**src/pkg/pc_seq_pkg.sv**
```systemverilog
// Package for the program counter sequencer: widths, vectors, offsets, timing.
// Assumes a single 100 MHz system clock drives the sequencer.
package pc_seq_pkg;

  // ****************************************************************
  // Widths and geometry
  // ****************************************************************
  localparam int unsigned PTR_W        = 12;
  localparam int unsigned WORD_W       = 15;
  localparam int unsigned STACK_DEPTH  = 16;
  localparam int unsigned STACK_PTR_W  = 5;
  localparam int unsigned NUM_IRQ      = 6;
  localparam int unsigned PHASES       = 4;

  // ****************************************************************
  // Vectors
  // ****************************************************************
  localparam logic [11:0] VEC_RESET    = 12'h000;
  localparam logic [11:0] VEC_BUS      = 12'h004;
  localparam logic [11:0] VEC_TMR0     = 12'h008;
  localparam logic [11:0] VEC_TMR1     = 12'h00c;
  localparam logic [11:0] VEC_PLAY     = 12'h010;
  localparam logic [11:0] VEC_SERIAL   = 12'h014;
  localparam logic [11:0] VEC_RECORD   = 12'h018;

  // ****************************************************************
  // Register map (word index; byte address is index times four)
  // ****************************************************************
  localparam logic [7:0]  IDX_PCL      = 8'h06;
  localparam logic [7:0]  IDX_STATUS   = 8'h20;
  localparam logic [7:0]  IDX_IRQ_EN   = 8'h21;
  localparam logic [7:0]  IDX_CTRL     = 8'h22;
  localparam logic [5:0]  IRQ_EN_RESET = 6'h00;

  // ****************************************************************
  // Timing
  // ****************************************************************
  localparam int unsigned CLK_PERIOD_NS        = 10;
  localparam int unsigned STARTUP_DELAY_CYCLES = 1024;
  localparam logic [10:0] STARTUP_RESET        = 11'h000;
  localparam logic [1:0]  PHASE_LAST           = 2'h3;

  typedef enum logic [1:0] {
    SEQ_WAIT  = 2'b00,
    SEQ_FILL  = 2'b01,
    SEQ_RUN   = 2'b10
  } seq_state_t;

  typedef enum logic [2:0] {
    OP_NORMAL = 3'b000,
    OP_SKIP   = 3'b001,
    OP_JUMP   = 3'b010,
    OP_CALL   = 3'b011,
    OP_RET    = 3'b100
  } seq_op_t;

endpackage

```
**src/rtl/program_counter_sequencer.sv**
```systemverilog
// Program counter sequencer: phase generator, fetch/execute pipeline, pointer update,
// return stack and a classic Wishbone slave for the pointer low byte and control.
// Assumes the program ROM answers combinationally within one instruction cycle and
// the decoder reports its operation on execute phase 3 via execOp.
//
// Operation
// - The system clock is split into four phases so each instruction cycle is four clocks.
// - Fetch of the next word overlaps execution of the previous one, one instruction a cycle.
// - Any pointer change other than increment costs two cycles, the second a dummy.
// - After each fetch the instruction pointer advances by one.
// - A true skip discards the fetched word as a dummy cycle, the pointer gaining two.
// - The low-byte register reads the pointer and a write replaces bits 7 to 0 only.
// - Jump and call load all twelve pointer bits from the instruction word.
// - A return reloads all twelve pointer bits from the top of the return stack.
// - Reset and interrupts load the fixed vectors 000, 004, 008, 00c, 010, 014, 018.
// - After reset release execution waits 1024 system clocks, then one four-clock instruction cycle, before the first fetch.
// - Call pushes the current pointer, interrupt acknowledge the pointer less one, on the edge that loads the target.
// - An interrupt is taken only when enabled and the stack is not full, else it pends.
`timescale 1ns/100ps
`default_nettype none

module program_counter_sequencer
  import pc_seq_pkg::*;
(
  input  wire logic                        clk_sys,
  input  wire logic                        arst_n,
  // Wishbone classic slave.
  input  wire logic                        wb_cyc_i,
  input  wire logic                        wb_stb_i,
  input  wire logic                        wb_we_i,
  input  wire logic [9:0]                  wb_adr_i,
  input  wire logic [3:0]                  wb_sel_i,
  input  wire logic [31:0]                 wb_dat_i,
  output logic      [31:0]                 wb_dat_o,
  output logic                             wb_ack_o,
  // Program ROM.
  output logic      [pc_seq_pkg::PTR_W-1:0]  romAddr,
  input  wire logic [pc_seq_pkg::WORD_W-1:0] romData,
  // Decoder.
  output logic      [pc_seq_pkg::WORD_W-1:0] execWord,
  output logic                             execValid,
  output logic      [1:0]                  phase,
  input  wire logic [2:0]                  execOp,
  input  wire logic                        skipTrue,
  // Interrupt requests, one pulse or level per source.
  input  wire logic [pc_seq_pkg::NUM_IRQ-1:0] irqReq
);
  import pc_seq_pkg::*;

  // ****************************************************************
  // Phase generator and start-up delay
  // ****************************************************************
  logic [1:0]         phase_reg;
  logic [10:0]        startup_reg;
  seq_state_t         state_reg;
  logic               cycleEnd;
  logic               started;

  assign started  = (startup_reg == 11'(STARTUP_DELAY_CYCLES));
  assign cycleEnd = started && (phase_reg == PHASE_LAST);

  // Start-up counter holds execution off after reset; it saturates at the full count.
  always_ff @(posedge clk_sys or negedge arst_n) begin
    if (!arst_n) begin
      startup_reg <= STARTUP_RESET;
    end else if (!started) begin
      startup_reg <= startup_reg + 11'h001;
    end
  end

  // Four phases per instruction cycle; the counter only runs once started.
  always_ff @(posedge clk_sys or negedge arst_n) begin
    if (!arst_n) begin
      phase_reg <= 2'h0;
    end else if (started) begin
      phase_reg <= phase_reg + 2'h1;
    end
  end

  // ****************************************************************
  // Register bus
  // ****************************************************************
  logic               wbHit;
  logic               pclWrite;
  logic [7:0]         pclData_reg;
  logic               pclPend_reg;
  logic [5:0]         irqEn_reg;
  logic [7:0]         wordIdx;
  logic [5:0]         irqPend_reg;
  logic [4:0]         stackCnt_reg;
  logic               pclApply;

  assign wordIdx  = wb_adr_i[9:2];
  assign wbHit    = wb_cyc_i && wb_stb_i && !wb_ack_o;
  assign pclWrite = wbHit && wb_we_i && wb_sel_i[0] && (wordIdx == IDX_PCL);

  // Single-wait-state ack; unmapped words read zero and ignore writes.
  always_ff @(posedge clk_sys or negedge arst_n) begin
    if (!arst_n) begin
      wb_ack_o <= 1'b0;
      wb_dat_o <= 32'h0000_0000;
    end else begin
      wb_ack_o <= wbHit;
      wb_dat_o <= 32'h0000_0000;
      if (wbHit && !wb_we_i) begin
        case (wordIdx)
          IDX_PCL:    wb_dat_o <= {24'h000000, romAddr[7:0]};
          IDX_STATUS: wb_dat_o <= {18'h0_0000, stackCnt_reg, irqPend_reg, phase_reg, started};
          IDX_IRQ_EN: wb_dat_o <= {26'h0000000, irqEn_reg};
          default:    wb_dat_o <= 32'h0000_0000;
        endcase
      end
    end
  end

  // Enable mask for interrupt sources.
  always_ff @(posedge clk_sys or negedge arst_n) begin
    if (!arst_n) begin
      irqEn_reg <= IRQ_EN_RESET;
    end else if (wbHit && wb_we_i && wb_sel_i[0] && wordIdx == IDX_IRQ_EN) begin
      irqEn_reg <= wb_dat_i[5:0];
    end
  end

  // A low-byte write is held until a cycle boundary at which no higher-priority load wins,
  // so it is never lost; a later write before then overwrites the earlier one.
  always_ff @(posedge clk_sys or negedge arst_n) begin
    if (!arst_n) begin
      pclPend_reg <= 1'b0;
      pclData_reg <= 8'h00;
    end else if (pclWrite) begin
      pclPend_reg <= 1'b1;
      pclData_reg <= wb_dat_i[7:0];
    end else if (cycleEnd && state_reg != SEQ_WAIT && pclApply) begin
      pclPend_reg <= 1'b0;
    end
  end

  // ****************************************************************
  // Interrupt pending flags
  // ****************************************************************
  logic [5:0]         irqTake;
  logic               stackFull;
  logic               takeIrq;
  logic [2:0]         irqSel;

  assign stackFull = (stackCnt_reg == 5'(STACK_DEPTH));
  assign irqTake   = irqPend_reg & irqEn_reg;
  assign takeIrq   = (irqTake != 6'h00) && !stackFull && execValid;

  // Lowest numbered source has priority.
  always_comb begin
    irqSel = 3'h0;
    for (int i = NUM_IRQ - 1; i >= 0; i--) begin
      if (irqTake[i]) begin
        irqSel = 3'(i);
      end
    end
  end

  // Requests stay pending until acknowledged; a new request beats the clear.
  always_ff @(posedge clk_sys or negedge arst_n) begin
    if (!arst_n) begin
      irqPend_reg <= 6'h00;
    end else begin
      irqPend_reg <= (irqPend_reg & ~((cycleEnd && takeIrq) ? (6'h01 << irqSel) : 6'h00))
                     | irqReq;
    end
  end

  // ****************************************************************
  // Return stack
  // ****************************************************************
  logic [11:0]        stack_mem [STACK_DEPTH];
  logic [3:0]         stackTop_reg;
  logic               doPush;
  logic               doPop;
  seq_op_t            op;

  assign op     = seq_op_t'(execOp);
  assign doPush = cycleEnd && execValid && (takeIrq || op == OP_CALL);
  assign doPop  = cycleEnd && execValid && !takeIrq && op == OP_RET;

  // Circular stack: a call into a full stack overwrites the oldest entry.
  always_ff @(posedge clk_sys or negedge arst_n) begin
    if (!arst_n) begin
      stackTop_reg <= 4'h0;
      stackCnt_reg <= 5'h00;
    end else if (doPush) begin
      stackTop_reg <= stackTop_reg + 4'h1;
      if (!stackFull) begin
        stackCnt_reg <= stackCnt_reg + 5'h01;
      end
    end else if (doPop && stackCnt_reg != 5'h00) begin
      stackTop_reg <= stackTop_reg - 4'h1;
      stackCnt_reg <= stackCnt_reg - 5'h01;
    end
  end

  // A call pushes the address after it; an interrupt replaces the word in execute, so it
  // pushes that word's address and the replaced instruction still runs after the return.
  always_ff @(posedge clk_sys) begin
    if (doPush) begin
      stack_mem[stackTop_reg] <= takeIrq ? (romAddr - 12'h001) : romAddr;
    end
  end

  // ****************************************************************
  // Pointer update and pipeline
  // ****************************************************************
  logic [11:0]        ptrNext;
  logic               flush;
  logic [11:0]        vecTable [NUM_IRQ];

  assign vecTable[0] = VEC_BUS;
  assign vecTable[1] = VEC_TMR0;
  assign vecTable[2] = VEC_TMR1;
  assign vecTable[3] = VEC_PLAY;
  assign vecTable[4] = VEC_SERIAL;
  assign vecTable[5] = VEC_RECORD;

  // Select the next pointer; every non-increment source flushes the fetched word.
  always_comb begin
    ptrNext  = romAddr + 12'h001;
    flush    = 1'b0;
    pclApply = 1'b0;
    if (execValid && takeIrq) begin
      ptrNext = vecTable[irqSel];
      flush   = 1'b1;
    end else if (execValid && op == OP_JUMP || execValid && op == OP_CALL) begin
      ptrNext = execWord[11:0];
      flush   = 1'b1;
    end else if (execValid && op == OP_RET) begin
      ptrNext = stack_mem[stackTop_reg - 4'h1];
      flush   = 1'b1;
    end else if (execValid && op == OP_SKIP && skipTrue) begin
      flush   = 1'b1;
    end else if (pclPend_reg) begin
      ptrNext  = {romAddr[11:8], pclData_reg};
      flush    = 1'b1;
      pclApply = 1'b1;
    end
  end

  // Sequencer: wait for start-up, fill the pipe once, then run one word per cycle.
  always_ff @(posedge clk_sys or negedge arst_n) begin
    if (!arst_n) begin
      state_reg <= SEQ_WAIT;
      romAddr   <= VEC_RESET;
      execWord  <= 15'h0000;
      execValid <= 1'b0;
    end else if (cycleEnd) begin
      case (state_reg)
        SEQ_WAIT: begin
          state_reg <= SEQ_FILL;
          execWord  <= romData;
          execValid <= 1'b1;
          romAddr   <= romAddr + 12'h001;
        end
        SEQ_FILL, SEQ_RUN: begin
          state_reg <= SEQ_RUN;
          romAddr   <= ptrNext;
          execWord  <= romData;
          execValid <= !flush;
        end
        default: begin
          state_reg <= SEQ_WAIT;
        end
      endcase
    end
  end

  // Phase is exported registered for the decoder.
  always_ff @(posedge clk_sys or negedge arst_n) begin
    if (!arst_n) begin
      phase <= 2'h0;
    end else begin
      phase <= phase_reg;
    end
  end

  // ****************************************************************
  // Checks
  // ****************************************************************
  phase_steps_a: assert property (@(posedge clk_sys) disable iff (!arst_n)
    cycleEnd |=> !cycleEnd [*3] ##1 cycleEnd)
    else $error("Instruction cycle is not four clocks.");

  startup_hold_a: assert property (@(posedge clk_sys) disable iff (!arst_n)
    !started |-> !execValid && romAddr == VEC_RESET)
    else $error("Execution began before start-up delay.");

  ptr_incr_a: assert property (@(posedge clk_sys) disable iff (!arst_n)
    cycleEnd && state_reg != SEQ_WAIT && !flush |=> romAddr == $past(romAddr) + 12'h001)
    else $error("Pointer did not advance by one.");

  jump_load_a: assert property (@(posedge clk_sys) disable iff (!arst_n)
    cycleEnd && execValid && !takeIrq && op == OP_JUMP
    |=> romAddr == $past(execWord[11:0]))
    else $error("Jump target not loaded.");

  flush_dummy_a: assert property (@(posedge clk_sys) disable iff (!arst_n)
    cycleEnd && state_reg != SEQ_WAIT && flush |=> !execValid [*4])
    else $error("Flushed word reached execution.");

  skip_two_a: assert property (@(posedge clk_sys) disable iff (!arst_n)
    cycleEnd && execValid && !takeIrq && op == OP_SKIP && skipTrue && !pclPend_reg
    |=> romAddr == $past(romAddr) + 12'h001 && !execValid)
    else $error("Skip did not discard next word.");

  pcl_page_a: assert property (@(posedge clk_sys) disable iff (!arst_n)
    cycleEnd && state_reg != SEQ_WAIT && pclPend_reg && !execValid
    |=> romAddr == {$past(romAddr[11:8]), $past(pclData_reg)})
    else $error("Low-byte write left the page.");

  irq_gate_a: assert property (@(posedge clk_sys) disable iff (!arst_n)
    doPush && op != OP_CALL |-> !stackFull && (irqPend_reg & irqEn_reg) != 6'h00)
    else $error("Interrupt taken while masked or stack full.");

  push_count_a: assert property (@(posedge clk_sys) disable iff (!arst_n)
    doPush && !stackFull |=> stackCnt_reg == $past(stackCnt_reg) + 5'h01)
    else $error("Call did not push the pointer.");

endmodule

`default_nettype wire

```
**config.mk**
```make
export PLATFORM = sky130hd
export DESIGN_NAME = program_counter_sequencer
export DESIGN_NICKNAME = d
export VERILOG_FILES = /design/src/pkg/pc_seq_pkg.sv /design/src/rtl/program_counter_sequencer.sv
export SDC_FILE = /design/constraint.sdc
export NUM_CORES = 1
export LEC_CHECK = 0
export BUFFER_PORTS_ARGS = -buffer_cell sky130_fd_sc_hd__buf_2
export CORE_UTILIZATION = 62
export DETAILED_ROUTE_END_ITERATION = 12
export HOLD_SLACK_MARGIN = 0.06
export PLACE_DENSITY_LB_ADDON = 0.15
export SLEW_MARGIN = 5
export SYNTH_ARGS = -nofsm -noshare
export SYNTH_HDL_FRONTEND = slang
export SYNTH_SLANG_ARGS = --single-unit
```
**constraint.sdc**
```tcl
create_clock -name clk_sys -period 6.9 [get_ports clk_sys]
set_clock_uncertainty 0.2 [all_clocks]
set_input_delay 0.69 -clock clk_sys [delete_from_list [all_inputs] [get_ports clk_sys]]
set_output_delay 0.69 -clock clk_sys [all_outputs]
set_load 0.02 [all_outputs]
```
; ---- After elaboration in Yosys (flattened, before gate mapping)
; Memories as Yosys holds them, arrays and structs flattened.
; Cells that the tools add are included.
[totals]
romBits = 96
elab_cells = 129
register_bits = 108
inputBits = 76
output_inout_bits = 63
n_memories = 2
ramBits = 192
[memory_table]
columns = name, depth, width, read_ports, rd_ports_with_merged_regs, write_ports, line_no
row1 = stack_mem, 16, 12, 1, 0, 1, program_counter_sequencer.sv:174  ; logic [11:0] stack_mem [STACK_DEPTH];
row2 = (name not given), 8, 12, 1, 0, 0, program_counter_sequencer.sv:228  ; ptrNext = vecTable[irqSel];
[classes]
n_bitwise = 5
add_sub_neg = 8
n_lt_le_gt_ge = 1
shifts = 1
eq_ne = 14
reduce_logical = 44
n_mux = 38
[ops]
columns = cell, count
row1 = 12-bit 2-to-1 mux, 8
row2 = 14-bit one-hot mux with 3 select lines, 1
row3 = 32-bit 2-to-1 mux, 1
row4 = 1-bit logical AND, 24
row5 = 12-bit one-hot mux with 2 select lines, 1
row6 = 3-bit 2-to-1 mux, 6
row7 = 8-bit by 6-bit == test with 1-bit output (second input constant), 2
row8 = 5-bit 2-to-1 mux, 3
row9 = 1-bit 2-to-1 mux, 13
row10 = 12-bit by 1-bit adder with 12-bit output (second input constant), 1
row11 = 6-bit bitwise AND, 2
row12 = 12-bit by 1-bit subtractor with 12-bit output (second input constant), 1
row13 = 11-bit by 1-bit adder with 11-bit output (second input constant), 1
row14 = 11-bit == test (second input constant), 1
row15 = 8-bit by 3-bit == test with 1-bit output (second input constant), 1
row16 = 4-bit 2-to-1 mux, 2
row17 = 2-bit nonzero test, 4
row18 = 3-bit by 2-bit == test with 1-bit output (second input constant), 2
row19 = 6-bit 2-to-1 mux, 1
row20 = 6-bit inequality test (second input constant), 1
row21 = 6-bit inverter, 1
row22 = 6-bit bitwise OR, 1
row23 = 2-bit AND reduction, 3
row24 = 6-bit nonzero test, 1
row25 = 23 further kinds, 29

; ---- Logic depth before layout (Yosys ltp)
[depth]
ltp_word = 13
depth_mapped = 15
ltp_nobuf = 13

; ---- Worst setup path before layout
; No wires, ideal clock.
[synth_timing]
path_type = register to register
startpoint = register startup_reg[0]
endpoint = memory stack_mem[0][0], enable pin
setup_ps = 412
path_stages_with_launch = 11
path_slack_ps = 3355
period_less_slack_ps = 3545
required_time_ps = 6288
path_buffers = 2
arrival_time_ps = 2932
path_cell_list = dfrtp_1 -> inv_1 -> ha_1 -> nor4b_2 -> and3_1 -> buf_4 -> nand3_1 -> a21oi_1 -> buf_2 -> inv_2 -> nor4_1
[synth_via]
elab_chain_len = 6
[synth_rtl]
columns = item, line_no
row1 = start: declaration, program_counter_sequencer.sv:54  ; logic [10:0] startup_reg;
row2 = start signal: assignment, program_counter_sequencer.sv:67  ; startup_reg <= startup_reg + 11'h001;
row3 = 11-bit == test, program_counter_sequencer.sv:59  ; assign started = (startup_reg == 11'(STARTUP_DELAY_CYCLES));
row4 = 1-bit logical AND, program_counter_sequencer.sv:60  ; assign cycleEnd = started && (phase_reg == PHASE_LAST);
row5 = 1-bit logical AND (2 in series), program_counter_sequencer.sv:181  ; assign doPush = cycleEnd && execValid && (takeIrq || op == OP_CALL);
row6 = 1-bit 2-to-1 mux, program_counter_sequencer.sv:203  ; if (doPush) begin
row7 = 1-bit 2-to-1 mux, program_counter_sequencer.sv:204  ; stack_mem[stackTop_reg] <= takeIrq ? (romAddr - 12'h001) : romAddr;
row8 = end: declaration, program_counter_sequencer.sv:174
; No other way between the ends.

; ---- Worst setup path in the final report
[layout_timing]
startpoint = register stackTop_reg[0]
endpoint = register romAddr[0] (netlist bit)
[layout_via]
elab_chain_len = 6
[layout_rtl]
columns = item, line_no
row1 = start: declaration, program_counter_sequencer.sv:175  ; logic [3:0] stackTop_reg;
row2 = start signal: assignment, program_counter_sequencer.sv:190  ; stackTop_reg <= stackTop_reg + 4'h1;
row3 = start signal: assignment, program_counter_sequencer.sv:195  ; stackTop_reg <= stackTop_reg - 4'h1;
row4 = 4-bit by 1-bit subtractor with 4-bit output, program_counter_sequencer.sv:234  ; ptrNext = stack_mem[stackTop_reg - 4'h1];
row5 = memory 16 x 12 bit, --
row6 = 12-bit 2-to-1 mux, program_counter_sequencer.sv:233  ; end else if (execValid && op == OP_RET) begin
row7 = 12-bit 2-to-1 mux, program_counter_sequencer.sv:230  ; end else if (execValid && op == OP_JUMP || execValid && op == OP_CALL) begin
row8 = 12-bit 2-to-1 mux, program_counter_sequencer.sv:227  ; if (execValid && takeIrq) begin
row9 = 12-bit one-hot mux with 2 select lines, program_counter_sequencer.sv:253  ; case (state_reg)
row10 = end signal: assignment, program_counter_sequencer.sv:258  ; romAddr <= romAddr + 12'h001;
row11 = end signal: assignment, program_counter_sequencer.sv:262  ; romAddr <= ptrNext;
row12 = end: declaration, program_counter_sequencer.sv:37  ; output logic [pc_seq_pkg::PTR_W-1:0] romAddr,
; No other way between the ends.
; A chain may end at the register's enable or synchronous reset.

==> results.md <==
- Achievable Freq: ~230 MHz
- Top cells by area, synth: edfxtp_1 (46%), dfrtp_1 (18%), mux4_2 (9.1%), nand2_1 (3.4%), ha_1 (2.0%)
- P per Cell Area: 230 nW/um2
- MaxCap Viol Count: 0
- Port buffer count: 91
- Yosys cell types: 75
- Worst-path fanout max: 53
- RSZ-0062 raised after global routing: no
- WP buf/inv: 2
- Initial Utilization: 64.1%
- Placed Area: 13400 um2
- Hold_buf cts: 1
- Die Wd: 145 um
- Avg Cell Area, Syn: around 14 um2
- Leakage: roughly 5.3 nW
- Antenna diode instance count: 0
- Clk sinks: 282
- Final net count: 1092
- Relative slew slack: 14.2%
- RR Endpoint: romAddr[0]
- Final min period: between 4 and 5 ns
- First-pass GRT wire length: 44300 um
- Routed len/inst: 23.0 um
- Hold WC Path Type: input port to register
- Hold path cells: 2
- Ys flop type: edfxtp_1
- DRC marker count from the first detailed-route iteration: 624
- Fin. Hold Viols: 0
- CP max stage cell: dfrtp_4
- Largest stage delay on the critical path: between 1 and 1.5 ns
- Flip-flop and latch area: approximately 8000 um2
- DRT Pass-1 Iters: 6
- Vias in the first global route: 7823
- Post-CTS Resized: 0
- Total Power: about 3.3 mW
- Layout cells sized above 1: 24.6%
- Multi-input gate area: 4330 um2
- Area share of the largest cell type after synthesis: 45.6%
- Setup_tns: 0 ns
- VDD IR max: 216 uV
- Biggest regs: stack_mem x192, execWord x15, wb_dat_o x14
- Clock latency on the worst-skew pair: approximately 0.55 ns
- Slew @ Worst Pin: 1.28 ns
- CTS tree: yes
- Critical path arrival: 4.67 ns
- Synthesized netlist cell count: 894
- Reg2Reg Setup Slack: 2.47 ns
- Root cell of the clock tree: clkbuf_16
- H-tree levels: 1
- Critical Path RT: between 7 and 8 ns
- P&R area growth vs syn: 13.2%
- Most frequent cells in the layout: edfxtp_1 (192), nand2_1 (115), buf_2 (90)
- # setup viols final: 0
- Longest Clk Path Bufs: 3
- HPWL after DPL: 19100 um
- Synth warn: 0
- Vias: approximately 8000
- Final WS setup: 2.47 ns
- Die area: ~21000 um2
- Crit Reg-Reg Startpoint: stackTop_reg[0]
- Post-route antenna net violation count: 0
- Core Region: 19700 um2
- Post-synth EDFFs: 192
- Setup WS pre-CTS: approximately 2.5 ns
- Total Routing Usage GR: between 20% and 30%
- Residual DRC: 0
- Worst hold path startpoint: irqReq[5]
- Chip height: between 100 and 150 um
- Max reg flops: 192
- Gpl congestion: 0.877
- Top reg by flops: stack_mem
- Critical path startpoint: stackTop_reg[0]
- Status: finished, final reports clean
- Crit-path most repeated cell: mux4_2
- CP Class: register to register
- Synth Register Bits: 282
- Slew Viols, Final: 0
- Synth area leader: edfxtp_1
- Worst reg-to-reg path cell count: 8
- Critical Path, Cell by Cell: inv_1 > ha_2 > buf_4 > mux4_2 > mux4_2 > nor2_1 > a21oi_1 > a31o_1
- Pin count of the biggest net entering global routing: 59
- Initial antenna violation count: 0
- Vias per inst: 6.23
- Clock Pin Slew Worst Setup and Hold Paths: 0.06 ns
- Commonest non-fill, non-tap cell in the layout: edfxtp_1
- Hold endpoint: irqPend_reg[5]
- IO Pins: 139
- Final Cell Area: 14300 um2
- Crit path max-delay family: flip-flops
- FFs w/ async S/R, synth: about a third
- Cell Area, Synth: 12600 um2
- Post-CTS setup repair buffer count: 0
- CP endpoint kind: register
- Rows: between 50 and 60
- Startpoint types: register
- Grt total ovfl: 0
- Fill count: between 1000 and 1500
- Post-synthesis sequential area ratio: 63.4%
- DRT Wirelength: between 20000 and 30000 um
- Cts bufs inserted: 28
- Final period utilization: 64.2%
cell usage after synthesis (5+ instances only):
cell type / number
a22oi_1: 5
mux2_2: 15
nor4_1: 13
o21ai_0: 17
a21o_1: 9
dfrtp_1: 90
edfxtp_1: 192
a222oi_1: 6
mux4_2: 51
buf_4: 22
ha_1: 20
and3_1: 15
a31oi_1: 7
nor2_1: 50
o31ai_1: 6
clkbuf_1: 26
xnor2_1: 22
buf_2: 12
o41ai_1: 5
inv_1: 21
mux2i_1: 10
nor3_1: 11
nand3_1: 24
a21oi_1: 28
nand2_1: 115
o22ai_1: 6
xor2_1: 15
metal layers:
layer | track usage [%] | routed length [um] | up-vias
li1 | - | - | 3555
met1 | 38.2 | 11500 | 3955
met2 | 48.8 | 14600 | 398
met3 | 4.74 | 2260 | 81
met4 | 12.6 | 1120 | 0
met5 | 0 | 0 | -
worst max path at each step:
| stage | to | slack, ns | cells after the start |
|---|---|---|---|
| CTS | romAddr[0] | 2.46 | 8 |
| finish | romAddr[0] | 2.47 | 8 |
| detailed placement | romAddr[0] | 2.46 | 8 |
| global route | romAddr[0] | 2.13 | 8 |
| floorplan | stack_mem[0][0] | 3.36 | 10 |
| global placement | romAddr[0] | 2.52 | 8 |
through the flow:
stage                     util, %  hold slack, ns  cells
final                        72.6           0.119   1282
after global routing         72.6           0.122   1282
after CTS                    72.6           0.109   1282
after detailed placement     68.0           0.252   1229
after global placement       68.0           0.246   1229
after floorplan                 -           0.194    911
kinds of logic (layout without fill, tap and decap cells):
kind of cell	Yosys count	after routing	share of synthesized area [%]
fa+ha+maj	21	21	2.14
compound gates	123	123	6.83
other cells	1	18	0.0297
flops	282	282	63.4
simple gates	264	264	10.1
xor+xnor	38	38	2.69
buf+inv	85	191	3.29
mux	80	80	11.6
worst register-to-register path: cells and delay by family, from the launching register on:
| kind | cells | cell delay (ns) |
|---|---|---|
| AO/OA/AOI/OAI | 2 | 0.30 |
| adder cells (fa/ha/maj) | 1 | 1.09 |
| multiplexers | 2 | 0.85 |
| AND/OR/NAND/NOR | 1 | 0.11 |
| buffers and inverters | 2 | 0.68 |
| flip-flops | 1 | 1.09 |
power by group:
part | total (mW) | switching, mW | internal, mW
sequential | 1.79 | 0.000885 | 1.79
combinational | 0.0448 | 0.0307 | 0.0141
clock | 1.46 | 0.623 | 0.840
layout make-up:
cell class,count,share of cell area (%)
Multi-Input combinational cell,544,30.2
Inverter,22,0.577
Clock buffer,36,5.49
Tap cell,265,2.32
Timing Repair Buffer,117,4.58
Sequential cell,282,56.0
Clock inverter,16,0.786
(Power assumes the default switching activity.)
